**src/verilog/tbpc_pkg.sv**
```systemverilog
// constants for the trace buffer and page compare block
// Notes on behaviour
// - only aligned word reads return trace data
// - armed word reads return zero, no advance
// - trace data has no fixed reset value
// - full flag set after 64 stored words
// - arm write of one clears full flag
// - six-bit count reports valid words
// - wrap sets full; end mode keeps counting
// - arm write clears whole count register
// - full at zero: begin disarms, break if enabled
// - full with nonzero count means circular overwrite
// - page select: 00 flat, 01 program page
// - upper page select bit ignored
// - program page compares bits 21 to 16
// - comparator usable in breakpoint mode too
// - arm needs debug enable in same write
// - begin bit: start or end at trigger
package tbpc_pkg;
  // ----------------------------------------
  // register map
  // ----------------------------------------
  localparam logic [3:0] TBPC_ADDR_DATA     = 4'h0;
  localparam logic [3:0] TBPC_ADDR_COUNT    = 4'h2;
  localparam logic [3:0] TBPC_ADDR_PAGEXT   = 4'h3;
  localparam logic [3:0] TBPC_ADDR_CTRL     = 4'h4;
  localparam logic [3:0] TBPC_ADDR_IRQ_STAT = 4'h5;
  localparam logic [3:0] TBPC_ADDR_IRQ_MASK = 4'h6;
  // ----------------------------------------
  // control fields
  // ----------------------------------------
  localparam int TBPC_CTRL_EN_BIT    = 7;
  localparam int TBPC_CTRL_ARM_BIT   = 6;
  localparam int TBPC_CTRL_BEGIN_BIT = 4;
  localparam int TBPC_CTRL_BRK_BIT   = 3;
  localparam int TBPC_FULL_BIT       = 7;
  localparam int TBPC_PSEL_LO_BIT    = 6;
  // interrupt status bits
  localparam int TBPC_IRQ_FULL_BIT   = 0;
  localparam int TBPC_IRQ_MATCH_BIT  = 1;
  localparam int TBPC_IRQ_WIDTH      = 2;
  // ----------------------------------------
  // reset values
  // ----------------------------------------
  localparam logic [7:0] TBPC_CTRL_RST   = 8'h00;
  localparam logic [7:0] TBPC_PAGEXT_RST = 8'h00;
  localparam logic [5:0] TBPC_CNT_RST    = 6'h00;
  localparam logic [1:0] TBPC_IRQ_RST    = 2'h0;
endpackage

```
**src/verilog/tbpc_trace_page.sv**
```systemverilog
// trace buffer readout, fill counting and comparator c page compare
`timescale 1ns/1ps
module tbpc_trace_page
  import tbpc_pkg::*;
#(
  parameter int DEPTH_LOG2 = 6
) (
  input  wire logic        core_clk,
  input  wire logic        resetn,
  input  wire logic [3:0]  reg_addr,
  input  wire logic [15:0] reg_wdata,
  input  wire logic        reg_wr,
  input  wire logic        reg_rd,
  input  wire logic        reg_word,
  output logic      [15:0] reg_rdata,
  input  wire logic        store_valid,
  input  wire logic [15:0] store_data,
  input  wire logic [15:0] core_addr,
  input  wire logic [7:0]  program_page_value,
  input  wire logic [15:0] compare_c_value,
  output logic             compare_c_match,
  output logic             armed,
  output logic             break_request,
  output logic             irq
);

  // ----------------------------------------
  // state
  // ----------------------------------------
  logic [15:0]           trace_mem [0:(1<<DEPTH_LOG2)-1];
  logic [DEPTH_LOG2-1:0] rd_ptr_ff;
  logic [DEPTH_LOG2-1:0] wr_ptr_ff;
  logic [5:0]            cnt_ff;
  logic                  full_ff;
  logic                  en_ff;
  logic                  arm_ff;
  logic                  begin_ff;
  logic                  brk_ff;
  logic [7:0]            pagext_ff;
  logic [TBPC_IRQ_WIDTH-1:0] stat_ff;
  logic [TBPC_IRQ_WIDTH-1:0] mask_ff;
  logic [15:0]           rdata_ff;
  logic                  match_ff;
  logic                  brkreq_ff;
  logic                  irq_ff;

  // ----------------------------------------
  // decode
  // ----------------------------------------
  wire        wr_ctrl    = reg_wr && (reg_addr == TBPC_ADDR_CTRL);
  wire        wr_pagext  = reg_wr && (reg_addr == TBPC_ADDR_PAGEXT);
  wire        wr_stat    = reg_wr && (reg_addr == TBPC_ADDR_IRQ_STAT);
  wire        wr_mask    = reg_wr && (reg_addr == TBPC_ADDR_IRQ_MASK);
  // arm only takes effect with enable in the same write
  wire        arm_write  = wr_ctrl && reg_wdata[TBPC_CTRL_ARM_BIT]
                           && reg_wdata[TBPC_CTRL_EN_BIT];
  // misaligned access has reg_addr[0] set; byte access has reg_word low
  wire        data_rd    = reg_rd && (reg_addr[3:1] == TBPC_ADDR_DATA[3:1]);
  wire        data_ok    = data_rd && reg_word && !reg_addr[0]
                           && !arm_ff;
  wire        store_go   = store_valid && arm_ff;
  wire [5:0]  cnt_inc    = cnt_ff + 6'h01;
  wire        wraps      = store_go && (cnt_ff == 6'h3F);
  // once full in begin mode, storage stops; end mode keeps counting
  wire        cnt_run    = store_go && !(full_ff && begin_ff);
  wire        fills      = wraps && !full_ff;
  wire        stop_begin = fills && begin_ff;
  // page bits 7:2 stand for address 21:16, bits 1:0 for address 15:14
  function automatic logic ext_match(
    input logic [7:0] ext,
    input logic [7:0] page
  );
    // upper select bit ignored: no data or extra paging here
    if (!ext[TBPC_PSEL_LO_BIT]) begin
      return 1'b1;
    end
    return ext[5:0] == page[7:2];
  endfunction

  function automatic logic [15:0] low_addr(
    input logic [7:0]  ext,
    input logic [7:0]  page,
    input logic [15:0] addr
  );
    if (!ext[TBPC_PSEL_LO_BIT]) begin
      return addr;
    end
    return {page[1:0], addr[13:0]};
  endfunction

  wire        ext_hit    = ext_match(pagext_ff, program_page_value);
  wire [15:0] hi_addr    = low_addr(pagext_ff, program_page_value, core_addr);
  // comparator works in either breakpoint or debug mode
  wire        cmp_hit    = ext_hit && (hi_addr == compare_c_value);
  wire [TBPC_IRQ_WIDTH-1:0] stat_set = {cmp_hit & ~match_ff, fills};

  // ----------------------------------------
  // register images
  // ----------------------------------------
  // full flag in bit 7, bit 6 reads zero
  wire [15:0] img_count  = {8'h00, full_ff, 1'b0, cnt_ff};
  wire [15:0] img_pagext = {8'h00, pagext_ff};
  wire [15:0] img_ctrl   = {8'h00, en_ff, arm_ff, 1'b0, begin_ff, brk_ff, 3'h0};
  wire [15:0] img_stat   = {{(16-TBPC_IRQ_WIDTH){1'b0}}, stat_ff};
  wire [15:0] img_mask   = {{(16-TBPC_IRQ_WIDTH){1'b0}}, mask_ff};

  // ----------------------------------------
  // read mux
  // ----------------------------------------
  logic [15:0] rd_mux;
  always_comb begin
    rd_mux = 16'h0000;
    case (reg_addr)
      TBPC_ADDR_DATA:     rd_mux = data_ok ? trace_mem[rd_ptr_ff] : 16'h0000;
      TBPC_ADDR_COUNT:    rd_mux = img_count;
      TBPC_ADDR_PAGEXT:   rd_mux = img_pagext;
      TBPC_ADDR_CTRL:     rd_mux = img_ctrl;
      TBPC_ADDR_IRQ_STAT: rd_mux = img_stat;
      TBPC_ADDR_IRQ_MASK: rd_mux = img_mask;
      default:            rd_mux = 16'h0000;
    endcase
  end

  // ----------------------------------------
  // trace memory, no reset on purpose
  // ----------------------------------------
  always_ff @(posedge core_clk) begin
    if (cnt_run) begin
      trace_mem[wr_ptr_ff] <= store_data;
    end
  end

  // ----------------------------------------
  // helpers
  // ----------------------------------------
  // one place for the sticky rule: a set in the clear cycle survives
  function automatic logic [TBPC_IRQ_WIDTH-1:0] w1c_next(
    input logic [TBPC_IRQ_WIDTH-1:0] cur,
    input logic                      clr_en,
    input logic [TBPC_IRQ_WIDTH-1:0] clr,
    input logic [TBPC_IRQ_WIDTH-1:0] set
  );
    logic [TBPC_IRQ_WIDTH-1:0] keep;
    keep = clr_en ? (cur & ~clr) : cur;
    return keep | set;
  endfunction

  // pointers wrap at the buffer depth, which makes the ring
  function automatic logic [DEPTH_LOG2-1:0] ptr_next(
    input logic [DEPTH_LOG2-1:0] cur,
    input logic                  step
  );
    return step ? cur + DEPTH_LOG2'(1) : cur;
  endfunction

  // ----------------------------------------
  // next values
  // ----------------------------------------
  logic [DEPTH_LOG2-1:0]     nxt_rd_ptr;
  logic [DEPTH_LOG2-1:0]     nxt_wr_ptr;
  logic [5:0]                nxt_cnt;
  logic                      nxt_full;
  logic                      nxt_en;
  logic                      nxt_arm;
  logic                      nxt_begin;
  logic                      nxt_brk;
  logic [7:0]                nxt_pagext;
  logic [TBPC_IRQ_WIDTH-1:0] nxt_stat;
  logic [TBPC_IRQ_WIDTH-1:0] nxt_mask;
  logic [15:0]               nxt_rdata;
  logic                      nxt_match;
  logic                      nxt_brkreq;
  logic                      nxt_irq;

  // an arm write restarts the session ahead of any store or read
  assign nxt_rd_ptr = arm_write ? '0 : ptr_next(rd_ptr_ff, data_ok);
  assign nxt_wr_ptr = arm_write ? '0 : ptr_next(wr_ptr_ff, cnt_run);
  assign nxt_cnt    = arm_write ? TBPC_CNT_RST :
                      cnt_run   ? cnt_inc      :
                                  cnt_ff;
  assign nxt_full   = arm_write ? 1'b0 : (full_ff | wraps);

  assign nxt_en     = wr_ctrl ? reg_wdata[TBPC_CTRL_EN_BIT] : en_ff;
  // a software write wins over the automatic disarm in the same cycle
  assign nxt_arm    = wr_ctrl    ? arm_write :
                      stop_begin ? 1'b0      :
                                   arm_ff;
  assign nxt_begin  = wr_ctrl ? reg_wdata[TBPC_CTRL_BEGIN_BIT] : begin_ff;
  assign nxt_brk    = wr_ctrl ? reg_wdata[TBPC_CTRL_BRK_BIT] : brk_ff;
  assign nxt_pagext = wr_pagext ? reg_wdata[7:0] : pagext_ff;

  assign nxt_stat   = w1c_next(stat_ff, wr_stat, reg_wdata[TBPC_IRQ_WIDTH-1:0], stat_set);
  assign nxt_mask   = wr_mask ? reg_wdata[TBPC_IRQ_WIDTH-1:0] : mask_ff;
  // read data stands only in the cycle after the strobe
  assign nxt_rdata  = reg_rd ? rd_mux : 16'h0000;
  assign nxt_match  = cmp_hit;
  assign nxt_brkreq = fills && brk_ff;
  assign nxt_irq    = |(stat_ff & mask_ff);

  // ----------------------------------------
  // pointers
  // ----------------------------------------
  // read pointer moves only on an accepted word read or an arm write
  always_ff @(posedge core_clk or negedge resetn) begin
    if (!resetn) begin
      rd_ptr_ff <= '0;
    end else begin
      rd_ptr_ff <= nxt_rd_ptr;
    end
  end

  always_ff @(posedge core_clk or negedge resetn) begin
    if (!resetn) begin
      wr_ptr_ff <= '0;
    end else begin
      wr_ptr_ff <= nxt_wr_ptr;
    end
  end

  // ----------------------------------------
  // count and full flag
  // ----------------------------------------
  always_ff @(posedge core_clk or negedge resetn) begin
    if (!resetn) begin
      cnt_ff <= TBPC_CNT_RST;
    end else begin
      cnt_ff <= nxt_cnt;
    end
  end

  // full stays up until the next arm write
  always_ff @(posedge core_clk or negedge resetn) begin
    if (!resetn) begin
      full_ff <= 1'b0;
    end else begin
      full_ff <= nxt_full;
    end
  end

  // ----------------------------------------
  // control
  // ----------------------------------------
  always_ff @(posedge core_clk or negedge resetn) begin
    if (!resetn) begin
      en_ff <= TBPC_CTRL_RST[TBPC_CTRL_EN_BIT];
    end else begin
      en_ff <= nxt_en;
    end
  end

  always_ff @(posedge core_clk or negedge resetn) begin
    if (!resetn) begin
      arm_ff <= TBPC_CTRL_RST[TBPC_CTRL_ARM_BIT];
    end else begin
      arm_ff <= nxt_arm;
    end
  end

  always_ff @(posedge core_clk or negedge resetn) begin
    if (!resetn) begin
      begin_ff <= TBPC_CTRL_RST[TBPC_CTRL_BEGIN_BIT];
    end else begin
      begin_ff <= nxt_begin;
    end
  end

  always_ff @(posedge core_clk or negedge resetn) begin
    if (!resetn) begin
      brk_ff <= TBPC_CTRL_RST[TBPC_CTRL_BRK_BIT];
    end else begin
      brk_ff <= nxt_brk;
    end
  end

  // ----------------------------------------
  // page extension
  // ----------------------------------------
  // top extended bits are stored as written; software keeps them zero
  always_ff @(posedge core_clk or negedge resetn) begin
    if (!resetn) begin
      pagext_ff <= TBPC_PAGEXT_RST;
    end else begin
      pagext_ff <= nxt_pagext;
    end
  end

  // ----------------------------------------
  // read data and event outputs
  // ----------------------------------------
  always_ff @(posedge core_clk or negedge resetn) begin
    if (!resetn) begin
      rdata_ff <= 16'h0000;
    end else begin
      rdata_ff <= nxt_rdata;
    end
  end

  always_ff @(posedge core_clk or negedge resetn) begin
    if (!resetn) begin
      match_ff <= 1'b0;
    end else begin
      match_ff <= nxt_match;
    end
  end

  always_ff @(posedge core_clk or negedge resetn) begin
    if (!resetn) begin
      brkreq_ff <= 1'b0;
    end else begin
      brkreq_ff <= nxt_brkreq;
    end
  end

  // ----------------------------------------
  // interrupts
  // ----------------------------------------
  always_ff @(posedge core_clk or negedge resetn) begin
    if (!resetn) begin
      stat_ff <= TBPC_IRQ_RST;
    end else begin
      stat_ff <= nxt_stat;
    end
  end

  always_ff @(posedge core_clk or negedge resetn) begin
    if (!resetn) begin
      mask_ff <= TBPC_IRQ_RST;
    end else begin
      mask_ff <= nxt_mask;
    end
  end

  // one cycle of lag keeps the pin straight off a flop
  always_ff @(posedge core_clk or negedge resetn) begin
    if (!resetn) begin
      irq_ff <= 1'b0;
    end else begin
      irq_ff <= nxt_irq;
    end
  end

  assign reg_rdata       = rdata_ff;
  assign compare_c_match = match_ff;
  assign armed           = arm_ff;
  assign break_request   = brkreq_ff;
  assign irq             = irq_ff;

endmodule

```
**config.mk**
```make
export PLATFORM = sky130hd
export DESIGN_NAME = tbpc_trace_page
export DESIGN_NICKNAME = d
export VERILOG_FILES = /design/src/verilog/tbpc_pkg.sv /design/src/verilog/tbpc_trace_page.sv
export SDC_FILE = /design/constraint.sdc
export NUM_CORES = 1
export LEC_CHECK = 0
export BUFFER_PORTS_ARGS = -buffer_cell sky130_fd_sc_hd__clkbuf_2
export CAP_MARGIN = 20
export CELL_PAD_IN_SITES_DETAIL_PLACEMENT = 1
export CELL_PAD_IN_SITES_GLOBAL_PLACEMENT = 1
export CORE_MARGIN = 8
export CORE_UTILIZATION = 55
export CTS_CLUSTER_DIAMETER = 50
export DETAILED_ROUTE_END_ITERATION = 6
export PLACE_DENSITY = 0.8
export SKIP_LAST_GASP = 1
export SLEW_MARGIN = 40
export SYNTH_ARGS = -nofsm -noshare
export SYNTH_HDL_FRONTEND = slang
export SYNTH_SLANG_ARGS = --single-unit
```
**constraint.sdc**
```tcl
create_clock -name core_clk -period 2.9 [get_ports core_clk]
set_input_delay 0.145 -clock core_clk [delete_from_list [all_inputs] [get_ports core_clk]]
set_output_delay 0.145 -clock core_clk [all_outputs]
set_load 0.01 [all_outputs]
```
# [Word level (Yosys, flattened, before mapping)]
# Memories as Yosys holds them, arrays and structs flattened.
# Cells that the tools add are included.
[word_totals] n_memories=1 regBits=54 wordCells=79 inputBits=82 ramBits=1024 output_inout_bits=20
[mem_list] memory="trace_mem" words=64 width=16 read_ports=1 rd_clocked_by_memory_dff=0 write_ports=1 line_no="tbpc_trace_page.sv:30" rtl="logic [15:0] trace_mem [0:(1<<DEPTH_LOG2)-1];"
[op_classes] reduce_logical=28 n_addsub=3 n_mux=17 n_eq_ne=8 bitwise=7
[op_table] operator="16-bit case mux with 6 select lines" count=1
[op_table] operator="16-bit 2-to-1 mux" count=3
[op_table] operator="6-bit 2-to-1 mux" count=6
[op_table] operator="6-bit by 1-bit adder with 6-bit output, second input constant" count=3
[op_table] operator="1-bit logical AND" count=18
[op_table] operator="16-bit equality test" count=1
[op_table] operator="4-bit by 3-bit equality test with 1-bit output, second input constant" count=3
[op_table] operator="4-bit by 2-bit equality test with 1-bit output, second input constant" count=2
[op_table] operator="6-bit equality test" count=1
[op_table] operator="6-bit equality test, second input constant" count=1
[op_table] operator="1-bit 2-to-1 mux" count=6
[op_table] operator="2-bit nonzero test" count=3
[op_table] operator="2-bit AND" count=2
[op_table] operator="1-bit logical NOT" count=4
[op_table] operator="4-bit logical NOT" count=1
[op_table] operator="3-bit logical NOT" count=1
[op_table] operator="2-bit 2-to-1 mux" count=1
[op_table] operator="2-bit inverter" count=1
[op_table] operator="2-bit OR" count=1
[op_table] operator="2-bit OR reduction" count=1
[op_table] operator="1-bit AND" count=1
[op_table] operator="1-bit inverter" count=1
[op_table] operator="1-bit OR" count=1

# [Logic depth before layout (Yosys ltp)]
# Gate-level depths: netlist of the first run.
[logic_depth] ltp_word=8 ltp_mapped=10 depth_no_buf=5

# [Worst setup path before layout of the first run]
# OpenSTA, ideal clock, no wires.
[synth_timing] kind="register -> register" from="reg arm_ff (netlist: armed)" to="mem trace_mem[62][0], enable pin" setup_ps=389 stages_incl_launch_ff=6 n_path_buf=1 path_slack_ps=474 t_required_ps=2511 synth_period_minus_slack_ps=2426 t_arrival_ps=2038 cell_sequence="dfrtp_1 -> and2_1 -> and2_1 -> clkbuf_1 -> nand3_1 -> nor2_1"
[synth_via] elab_chain_cells=4
[synth_lines] item="from (decl)" line_no="tbpc_trace_page.sv:36" rtl="logic arm_ff;"
[synth_lines] item="from (signal assigned)" line_no="tbpc_trace_page.sv:253" rtl="arm_ff <= TBPC_CTRL_RST[TBPC_CTRL_ARM_BIT];"
[synth_lines] item="from (signal assigned)" line_no="tbpc_trace_page.sv:255" rtl="arm_ff <= nxt_arm;"
[synth_lines] item="1-bit logical AND" line_no="tbpc_trace_page.sv:61" rtl="wire store_go = store_valid && arm_ff;"
[synth_lines] item="1-bit logical AND" line_no="tbpc_trace_page.sv:65" rtl="wire cnt_run = store_go && !(full_ff && begin_ff);"
[synth_lines] item="1-bit 2-to-1 mux" line_no="tbpc_trace_page.sv:128" rtl="if (cnt_run) begin"
[synth_lines] item="1-bit 2-to-1 mux (implied by the code)" line_no="tbpc_trace_page.sv:129" rtl="trace_mem[wr_ptr_ff] <= store_data;"
[synth_lines] item="to (decl)" line_no="tbpc_trace_page.sv:30"
# No other way between the ends.

# [Worst setup path after layout of the first run]
[layout_timing] from="reg arm_ff (netlist: armed)" to="reg rdata_ff[10] (netlist: reg_rdata[10])"
[layout_via] elab_chain_cells=5
[layout_lines] item="1-bit logical NOT" line_no="tbpc_trace_page.sv:60" rtl="&& !arm_ff;"
[layout_lines] item="1-bit logical AND" line_no="tbpc_trace_page.sv:60"
[layout_lines] item="16-bit 2-to-1 mux" line_no="tbpc_trace_page.sv:114" rtl="TBPC_ADDR_DATA: rd_mux = data_ok ? trace_mem[rd_ptr_ff] : 16'h0000;"
[layout_lines] item="16-bit case mux with 6 select lines" line_no="tbpc_trace_page.sv:113" rtl="case (reg_addr)"
[layout_lines] item="16-bit 2-to-1 mux" line_no="tbpc_trace_page.sv:195" rtl="assign nxt_rdata = reg_rd ? rd_mux : 16'h0000;"
[layout_lines] item="via nxt_rdata[10]" line_no="tbpc_trace_page.sv:170" rtl="logic [15:0] nxt_rdata;"
[layout_lines] item="to (signal assigned)" line_no="tbpc_trace_page.sv:294" rtl="rdata_ff <= nxt_rdata;"
[layout_lines] item="to (decl)" line_no="tbpc_trace_page.sv:42" rtl="logic [15:0] rdata_ff;"
# The timed path passes the listed nets, and every way through them passes these cells.
# A chain may end at the register's enable or synchronous reset.

==> run_results.csv, run 1 <==
group,metric,value,unit
clock_network,cts.clk_slew.worst_paths,0.08,ns
floorplanning,rows,101,
timing,slew_headroom,0.365,
cells_and_area,layout.nets,2378,
power,pwr-share-clk,0.367,
worst_setup_path,crit_path_end_kind,"flop",
timing,finClkSkew,0.0221,ns
power,p_comb_frac,0.204,
synthesis,syn_nets,2077,
detailed_routing,wl_per_cell,39.0,µm
worst_setup_path,cp.arrival,3.64,ns
worst_setup_path,crit_required,3.48,ns
cells_and_area,multi_input_area,9290,µm²
placement,dpl.hpwl,70.0,mm
placement,numPortBuffers,93,
synthesis,synthFlopType,"edfxtp_1",
synthesis,synth_top_area_cell,"edfxtp_1",
detailed_routing,wirelength,131,mm
grt,antenna_found_initial,5,
synthesis,ys_ff_latch,1078,
grt,grt_pass1_vias,24100,
power,seqPwrFrac,0.430,
placement,post-place-cells,3138,
grt,grt_overflow,0,
worst_setup_path,worst_path_max_delay_cell,"or4b_1",
worst_setup_path,cp_max_fo,8,
grt,grt_pass1_wl,175,mm
timing,finalCriticalPeriod,3.06,ns
worst_setup_path,critical-path-top-delay-family,"simple AND/OR/NAND/NOR gates",
floorplanning,floorplan.initialDensity,0.554,
clock_network,root_buffer,"clkbuf_16",
worst_setup_path,cp-start-kind,"flop",
synthesis,yosysTopAreaCellShare,0.732,
cells_and_area,final_cells,3359,
synthesis,avgSynthCellArea,21.1,µm²
timing,timing.final.ws_setup,-0.158,ns
power,power_density,836,nW/µm²
clock_network,numClockSinks,1078,
synthesis,yosysWarnings,0,
synthesis,synth.top_cells.by_area,"edfxtp_1 73%, mux4_2 13%, dfrtp_1 3.2%",
synthesis,synth_area,42000,µm²
synthesis,synth_edf_count,1024,
cells_and_area,n_fill_cell,6044,
synthesis,ys_types,62,
timing,fmax,327,MHz
power,p_leak,0.0159,µW
grt,grt_max_degree,65,
run_status,outcome,"complete, but fails checks",
floorplanning,ios,102,
placement,dpl_cell_area,44700,µm²
timing,slew_viol_final,0,
synthesis,seq_area_frac_synth,0.764,
detailed_routing,drt-initial-drc-count,3802,
worst_setup_path,critical_path.max_stage_delay,0.70,ns
grt,grt_use_total,0.283,
timing,tightest_slew,0.952,ns
power,power_switching,11200,µW
clock_network,clk_latency,0.68,ns
detailed_routing,drt-pass1-iter-count,6,
timing,fin_hold_ws,0.0255,ns
clock_network,cts_tree,"built",
synthesis,netlist_top_cells_count,"1024 x edfxtp_1, 235 x mux4_2, 110 x nor2_1, 98 x mux2i_1, 65 x nand2_1",
floorplanning,core_area,75800,µm²
power,switching_share,0.275,
detailed_routing,viasPerCell,7.06,
run_status,failed_checks,"setup timing",
detailed_routing,postRouteAntennaNets,0,
timing,period_share,1.05,
flow_run,cap_violations,0,
detailed_routing,num_vias,23700,
worst_setup_path,path_cells,"or4b_1 -> nor2_2 -> nand2_1 -> a31oi_1 -> a32o_1",
hold_path,hp-class,"in2reg",
synthesis,netlist_instances,1992,
power,ir_worst_vdd,0.530,mV
worst_setup_path,cp_num_buf_inv,0,
clock_network,htreeDepth,3,
floorplanning,fp.dieH,292,µm
floorplanning,dieArea,85500,µm²
clock_network,cts_buffers,104,
cells_and_area,synthToLayoutAreaGrowth,15.7,%
cells_and_area,final_area,48600,µm²
floorplanning,die_w,292,µm
power,p_int,29500,µW
detailed_routing,drc,0,
clock_network,clk_path_buf_depth,3,
placement,gp_congestion,0.885,
worst_setup_path,critical_path_class,"reg2reg",
synthesis,ys_async_sr_fraction,0.0501,
timing,finalSetupViolCount,1,
synthesis,yosysMostFrequentCell,"edfxtp_1",
cells_and_area,regArea,32100,µm²
cells_and_area,drive_above_1_share,0.295,
timing,hold_viol_final,0,
==> stage by stage <==
stage	setup TNS (ns)	util	total power, µW	worst slack, ns
finish	-0.158	0.641	40700	-0.158
global route	-0.0885	0.641	41400	-0.0885
CTS	0	0.640	40200	0.0220
detailed placement	0	0.590	25500	0.0874
global placement	0	0.589	25200	0.244
floorplan	0	-	22800	0.474
==> routing by layer <==
metal | track usage | vias to the layer above | part of all wire
li1 | - | 8890 | -
met1 | 0.365 | 12300 | 0.35
met2 | 0.462 | 2065 | 0.48
met3 | 0.0643 | 419 | 0.12
met4 | 0.131 | 4 | 0.056
met5 | 0 | - | 0.00021
==> registers in the layout, summed over array words and instances, names as in the netlist <==
signal / flops
trace_mem: 1024
cnt_ff: 6
compare_c_match: 1
brk_ff: 1
full_ff: 1
pagext_ff: 8
break_request: 1
irq: 1
mask_ff: 2
wr_ptr_ff: 6
rd_ptr_ff: 6
en_ff: 1
stat_ff: 2
reg_rdata: 16
begin_ff: 1
armed: 1
==> logic make-up after synthesis <==
logic type,Yosys count,synth area share
flip-flops,1078,0.764
multiplexers,361,0.157
AND/OR/NAND/NOR,246,0.0262
AO/OA/AOI/OAI,162,0.0295
buffers and inverters,107,0.0153
XOR/XNOR,35,0.00730
adder cells (fa/ha/maj),3,0.000893
==> power groups by stage <==
stage	Clock [µW]	Sequential (µW)	Combinational (µW)
2_1_floorplan	0	17600	5150
3_3_place_gp	0	17800	7450
3_5_place_dp	0	17800	7710
4_1_cts	14700	17500	7990
5_1_grt	15400	17500	8570
6_report	14900	17500	8280
==> area by class of cell <==
class | instances | area share
antenna | 1 | 0.0000515
clock buffer | 124 | 0.0563
clock inverter | 69 | 0.0190
inverter | 7 | 0.000540
multi-input combinational | 807 | 0.191
sequential | 1078 | 0.660
tap | 978 | 0.0252
timing repair buffer | 295 | 0.0477
==> final timing paths <==
path | startpoint | end | slack [ns] | cells after the start
min in group asynchronous | resetn | pagext_ff[7] | 0.08 | 2
worst min register to register | en_ff | en_ff | 0.51 | 1
max in group asynchronous | resetn | rd_ptr_ff[0] | 2.00 | 3
worst max register to register | armed | reg_rdata[10] | -0.16 | 5
worst max-delay path | armed | reg_rdata[10] | -0.16 | 5
worst min-delay path | store_data[0] | trace_mem[20][0] | 0.03 | 2
==> cell usage in the layout (no fill, tap or decap), drive strengths merged, types with 4 or more instances in the layout <==
cell         count
a31oi            8
a221o            8
a221oi          21
buf            188
clkinvlp         4
xnor2           27
mux4           235
nor3             8
bufinv          21
mux2i           98
clkbuf         214
a22o            13
dfrtp           54
a211o           11
o221ai          14
and2             5
o21ai           18
clkinv          40
mux2            28
a21oi           15
nand2           65
inv             11
nand4            6
nand3b           4
edfxtp        1024
nor2b            6
a32oi           11
xor2             8
a22oi            4
nand3           17
dlygate4sd3     17
o211ai          12
o22ai           10
o21a             4
nand2b           6
nor2           111
==> timing repair <==
action                     4_1_cts  5_1_grt
hold buffers                    16        1
buffers inserted                 0       10
gates resized for setup          0        1
setup endpoints to repair        0        2
hold endpoints to repair        43        6
Note: power is estimated with default switching activity, not from simulation.
==> run 2: changes to the inputs <==
--- a/config.mk
+++ b/config.mk
@@ -19,3 +19,4 @@
 export SYNTH_ARGS = -nofsm -noshare
 export SYNTH_HDL_FRONTEND = slang
 export SYNTH_SLANG_ARGS = --single-unit
+export TNS_END_PERCENT = 10
==> run_results.csv, run 2 (same netlist as run 1, synthesis figures left out) <==
group,metric,value,unit
run_status,outcome,"complete, no violations",
clock_network,cts_tree,"built",
detailed_routing,postRouteAntennaNets,0,
detailed_routing,wirelength,122,mm
cells_and_area,drive_above_1_share,0.292,
worst_setup_path,cp.arrival,3.47,ns
placement,post-place-cells,3138,
floorplanning,core_area,75800,µm²
floorplanning,dieArea,85500,µm²
grt,grt_max_degree,65,
worst_setup_path,crit_required,3.49,ns
timing,timing.final.ws_setup,0.0207,ns
hold_path,min_from,"store_data[0]",
grt,antenna_found_initial,5,
clock_network,postCtsSetupBuffers,0,
placement,gp_congestion,0.885,
clock_network,clk_path_buf_depth,3,
worst_setup_path,r2r_start,"armed",
timing,slew_viol_final,0,
cells_and_area,layout.nets,2368,
timing,slew_headroom,0.416,
power,p_total,40200,µW
worst_setup_path,ff2ff_path_depth,5,
floorplanning,floorplan.initialDensity,0.554,
floorplanning,ios,102,
timing,finClkSkew,0.0217,ns
detailed_routing,drt-initial-drc-count,2954,
detailed_routing,drc,0,
placement,pre_cts_slack,0.0874,ns
timing,hold_viol_final,0,
timing,tightest_slew,0.873,ns
cells_and_area,final_area,48500,µm²
floorplanning,fp.dieH,292,µm
detailed_routing,num_vias,22900,
grt,grt_overflow,0,
hold_path,hp-class,"in2reg",
worst_setup_path,critical_path_class,"reg2reg",
cells_and_area,regMostFlops,"trace_mem",
placement,numPortBuffers,93,
cells_and_area,final_cells,3349,
clock_network,cts.clk_slew.worst_paths,0.06,ns
clock_network,clk_latency,0.67,ns
detailed_routing,wl_per_cell,36.4,µm
power,ir_worst_vdd,0.500,mV
clock_network,root_buffer,"clkbuf_16",
timing,fmax,347,MHz
placement,dpl_cell_area,44700,µm²
floorplanning,rows,101,
timing,finalSetupViolCount,0,
grt,grt_pass1_vias,24100,
power,p_leak,0.0158,µW
cells_and_area,final_common_cell,"edfxtp_1",
cells_and_area,n_fill_cell,6104,
timing,tns,0,ns
power,power_density,828,nW/µm²
timing,finalCriticalPeriod,2.88,ns
cells_and_area,synthToLayoutAreaGrowth,15.5,%
worst_setup_path,crit_path_end_kind,"flop",
grt,grt_pass1_wl,175,mm
worst_setup_path,ff2ff_setup_slack,0.02,ns
cells_and_area,largest_register_ff_count,1024,
flow_run,cap_violations,0,
floorplanning,die_w,292,µm
timing,period_share,0.993,
placement,dpl.hpwl,70.0,mm
timing,rsz0062_at_grt,"true",
detailed_routing,viasPerCell,6.83,
hold_path,hold_depth,2,
detailed_routing,drt-pass1-iter-count,5,
hold_path,whs_endpoint,"trace_mem[56][0]",
worst_setup_path,cp-start-kind,"flop",
clock_network,htreeDepth,3,
clock_network,numClockSinks,1078,
clock_network,cts_buffers,104,
worst_setup_path,r2r-end,"reg_rdata[10]",
grt,grt_use_total,0.283,
worst_setup_path,cp_max_fo,8,
cells_and_area,final_cell_mix,"1024 x edfxtp_1, 235 x mux4_2, 155 x buf_4",
-- run 2: per-stage QoR --
step / hold WS (ns) / util
2_1_floorplan: -0.151 / -
3_3_place_gp: 0.211 / 0.589
3_5_place_dp: 0.237 / 0.590
4_1_cts: 0.0146 / 0.640
5_1_grt: 0.0465 / 0.640
6_report: 0.0358 / 0.640
-- run 2: metal layers --
| layer | global-route usage | vias up | share of wire |
|---|---|---|---|
| met5 | 0 | - | 0.00022 |
| met4 | 0.131 | 4 | 0.049 |
| met3 | 0.0643 | 342 | 0.10 |
| met2 | 0.462 | 1641 | 0.49 |
| met1 | 0.365 | 12000 | 0.36 |
| li1 | - | 8858 | - |
-- run 2: worst max-delay path by stage --
stage               cells past startpoint          endpoint    startpoint  slack, ns
global placement                        6     reg_rdata[12]  rd_ptr_ff[1]       0.24
global route                            8     reg_rdata[15]  rd_ptr_ff[1]      -0.02
CTS                                     8      reg_rdata[4]  rd_ptr_ff[0]       0.02
detailed placement                      8     reg_rdata[15]  rd_ptr_ff[1]       0.09
floorplan                               5  trace_mem[62][0]         armed       0.47
finish                                  5     reg_rdata[10]         armed       0.02
-- run 2: critical path: stages (launching register included) --
cell and delay, ns:
dfrtp_1 0.44, or4b_1 0.71, nor2_2 0.40, nand2_1 0.48, a31oi_1 0.51, a32o_1 0.27
-- run 2: report_power, final --
part           switching, µW  leakage (µW)  total (µW)  internal [µW]
registers                289       0.00991       17500          17200
logic                   4470       0.00415        8050           3580
clock network           5980       0.00178       14600           8640
total                  10700        0.0158       40200          29400
-- run 2: repair_timing --
item | in CTS | in global routing
hold buffers | 16 | 1
gates resized for setup | 0 | 1
setup endpoints to repair | 0 | 2
endpoints found under the hold margin | 43 | 6
-- run 2: layout make-up --
type                       instances  area [µm²]  share of cell area
timing repair buffer             285        2230              0.0459
sequential                      1078       32100               0.662
antenna                            1        2.50           0.0000516
clock inverter                    69         922              0.0190
tap                              978        1220              0.0252
clock buffer                     124        2740              0.0564
multi-input combinational        807        9290               0.191
inverter                           7        26.3            0.000541
==> run 3: changes to the inputs <==
--- a/config.mk
+++ b/config.mk
@@ -13,6 +13,7 @@
 export CORE_UTILIZATION = 55
 export CTS_CLUSTER_DIAMETER = 50
 export DETAILED_ROUTE_END_ITERATION = 6
+export MAX_ROUTING_LAYER = met4
 export PLACE_DENSITY = 0.8
 export SKIP_LAST_GASP = 1
 export SLEW_MARGIN = 40
==> run_results.csv, run 3 (same netlist as run 1, synthesis figures left out) <==
group,metric,value,unit
worst_setup_path,worst_path_max_delay_cell,"or4b_1",
cells_and_area,final_cell_mix,"1024 x edfxtp_1, 235 x mux4_2, 156 x buf_4",
clock_network,root_buffer,"clkbuf_16",
cells_and_area,final_area,48600,µm²
cells_and_area,synthToLayoutAreaGrowth,15.6,%
cells_and_area,layout.nets,2369,
timing,finClkSkew,0.0203,ns
run_status,outcome,"complete, no violations",
clock_network,clk_path_buf_depth,3,
clock_network,numClockSinks,1078,
power,power_density,827,nW/µm²
grt,grt_overflow,0,
timing,tightest_slew,0.873,ns
worst_setup_path,crit_required,3.48,ns
detailed_routing,wl_met1,43.7,mm
timing,fmax,349,MHz
placement,dpl.hpwl,70.0,mm
clock_network,clk_latency,0.67,ns
clock_network,postCtsSetupBuffers,0,
detailed_routing,viasPerCell,6.86,
timing,period_share,0.989,
clock_network,cts.clk_slew.worst_paths,0.07,ns
floorplanning,dieArea,85500,µm²
detailed_routing,wl_per_cell,36.4,µm
placement,dpl_cell_area,44700,µm²
cells_and_area,largest_register_ff_count,1024,
worst_setup_path,critical-path-top-delay-family,"simple AND/OR/NAND/NOR gates",
power,ir_worst_vdd,0.502,mV
detailed_routing,postRouteAntennaNets,0,
grt,grt_use_total,0.292,
detailed_routing,wl_met2,59.7,mm
detailed_routing,wl_met3,13.0,mm
cells_and_area,drive_above_1_share,0.292,
flow_run,cap_violations,0,
worst_setup_path,path_cells,"or4b_1 -> nor2_2 -> nand2_1 -> a31oi_1 -> a32o_1",
floorplanning,core_area,75800,µm²
grt,grt_pass1_wl,175,mm
cells_and_area,final_core_util,0.640,
placement,gp_congestion,0.899,
detailed_routing,drc,0,
worst_setup_path,cp_num_buf_inv,0,
timing,hold_viol_final,0,
placement,numPortBuffers,93,
detailed_routing,dr.max_layer_used,"met4",
worst_setup_path,critical_path.max_stage_delay,0.70,ns
floorplanning,ios,102,
clock_network,htreeDepth,3,
detailed_routing,wirelength,122,mm
floorplanning,fp.dieH,292,µm
grt,grt_pass1_vias,24100,
timing,finalSetupViolCount,0,
hold_path,hp-class,"in2reg",
grt,antenna_found_initial,6,
detailed_routing,drt-pass1-iter-count,7,
worst_setup_path,cp-start-kind,"flop",
timing,slew_viol_final,0,
power,p_leak,0.0158,µW
worst_setup_path,cp.arrival,3.45,ns
clock_network,cts_tree,"built",
timing,rsz0062_at_grt,"true",
power,p_total,40200,µW
floorplanning,floorplan.initialDensity,0.554,
worst_setup_path,critical_path_class,"reg2reg",
detailed_routing,drt-initial-drc-count,3079,
worst_setup_path,cp_max_fo,8,
worst_setup_path,crit_path_end_kind,"flop",
floorplanning,die_w,292,µm
clock_network,cts_buffers,104,
timing,finalCriticalPeriod,2.87,ns
floorplanning,rows,101,
cells_and_area,n_fill_cell,6105,
timing,slew_headroom,0.418,
cells_and_area,regMostFlops,"trace_mem",
grt,grt_max_degree,65,
detailed_routing,num_vias,23000,
timing,tns,0,ns
cells_and_area,final_common_cell,"edfxtp_1",
[run 3: cell count changes in the layout (fill, tap and decap cells not counted), sizes merged]
cell         before  now
diode             1    5
dlygate4sd3      17   18
[run 3: stage by stage]
stage	setup slack [ns]	hold WS, ns	std cells
6_report	0.0330	0.0366	3354
5_1_grt	-0.00135	0.0512	3354
4_1_cts	0.0220	0.0146	3347
3_5_place_dp	0.0874	0.237	3138
3_3_place_gp	0.244	0.211	3138
2_1_floorplan	0.474	-0.151	1992
[run 3: layout make-up]
type | instances | area [µm²] | area share
multi-input combinational | 807 | 9290 | 0.191
tap | 978 | 1220 | 0.0252
antenna | 5 | 12.5 | 0.000258
timing repair buffer | 286 | 2240 | 0.0462
clock inverter | 69 | 922 | 0.0190
clock buffer | 124 | 2740 | 0.0564
inverter | 7 | 26.3 | 0.000541
sequential | 1078 | 32100 | 0.661
[run 3: worst paths after layout]
kind | from | slack [ns] | cells past startpoint | endpoint
max | armed | 0.03 | 5 | reg_rdata[10]
min reg2reg | en_ff | 0.52 | 1 | en_ff
min | store_data[0] | 0.04 | 2 | trace_mem[56][0]
max in group asynchronous | resetn | 2.02 | 3 | rd_ptr_ff[4]
max reg2reg | armed | 0.03 | 5 | reg_rdata[10]
min in group asynchronous | resetn | 0.09 | 2 | cnt_ff[0]
[run 3: report_power, final]
group          switching (µW)  internal, µW
Sequential                290         17200
Combinational            4460          3580
Clock                    5990          8640
Total                   10700         29400
[run 3: worst register-to-register path: cells and delay by family, from the launching register on]
family / cells / cell delay [ns]
and+or+nand+nor: 3 / 1.54
AOI/OAI and AO/OA: 2 / 0.81
DFF: 1 / 0.44
[run 3: layer usage]
layer / global-route usage / up-vias
li1: - / 8870
met1: 0.366 / 12000
met2: 0.461 / 1751
met3: 0.0658 / 332
met4: 0.128 / 0
met5: - / -
[run 3: timing repair]
| action | 4_1_cts | 5_1_grt |
|---|---|---|
| hold endpoints to repair | 43 | 20 |
| endpoints found under the setup margin | 0 | 3 |
| hold buffers | 16 | 2 |
| gates resized for setup | 0 | 1 |
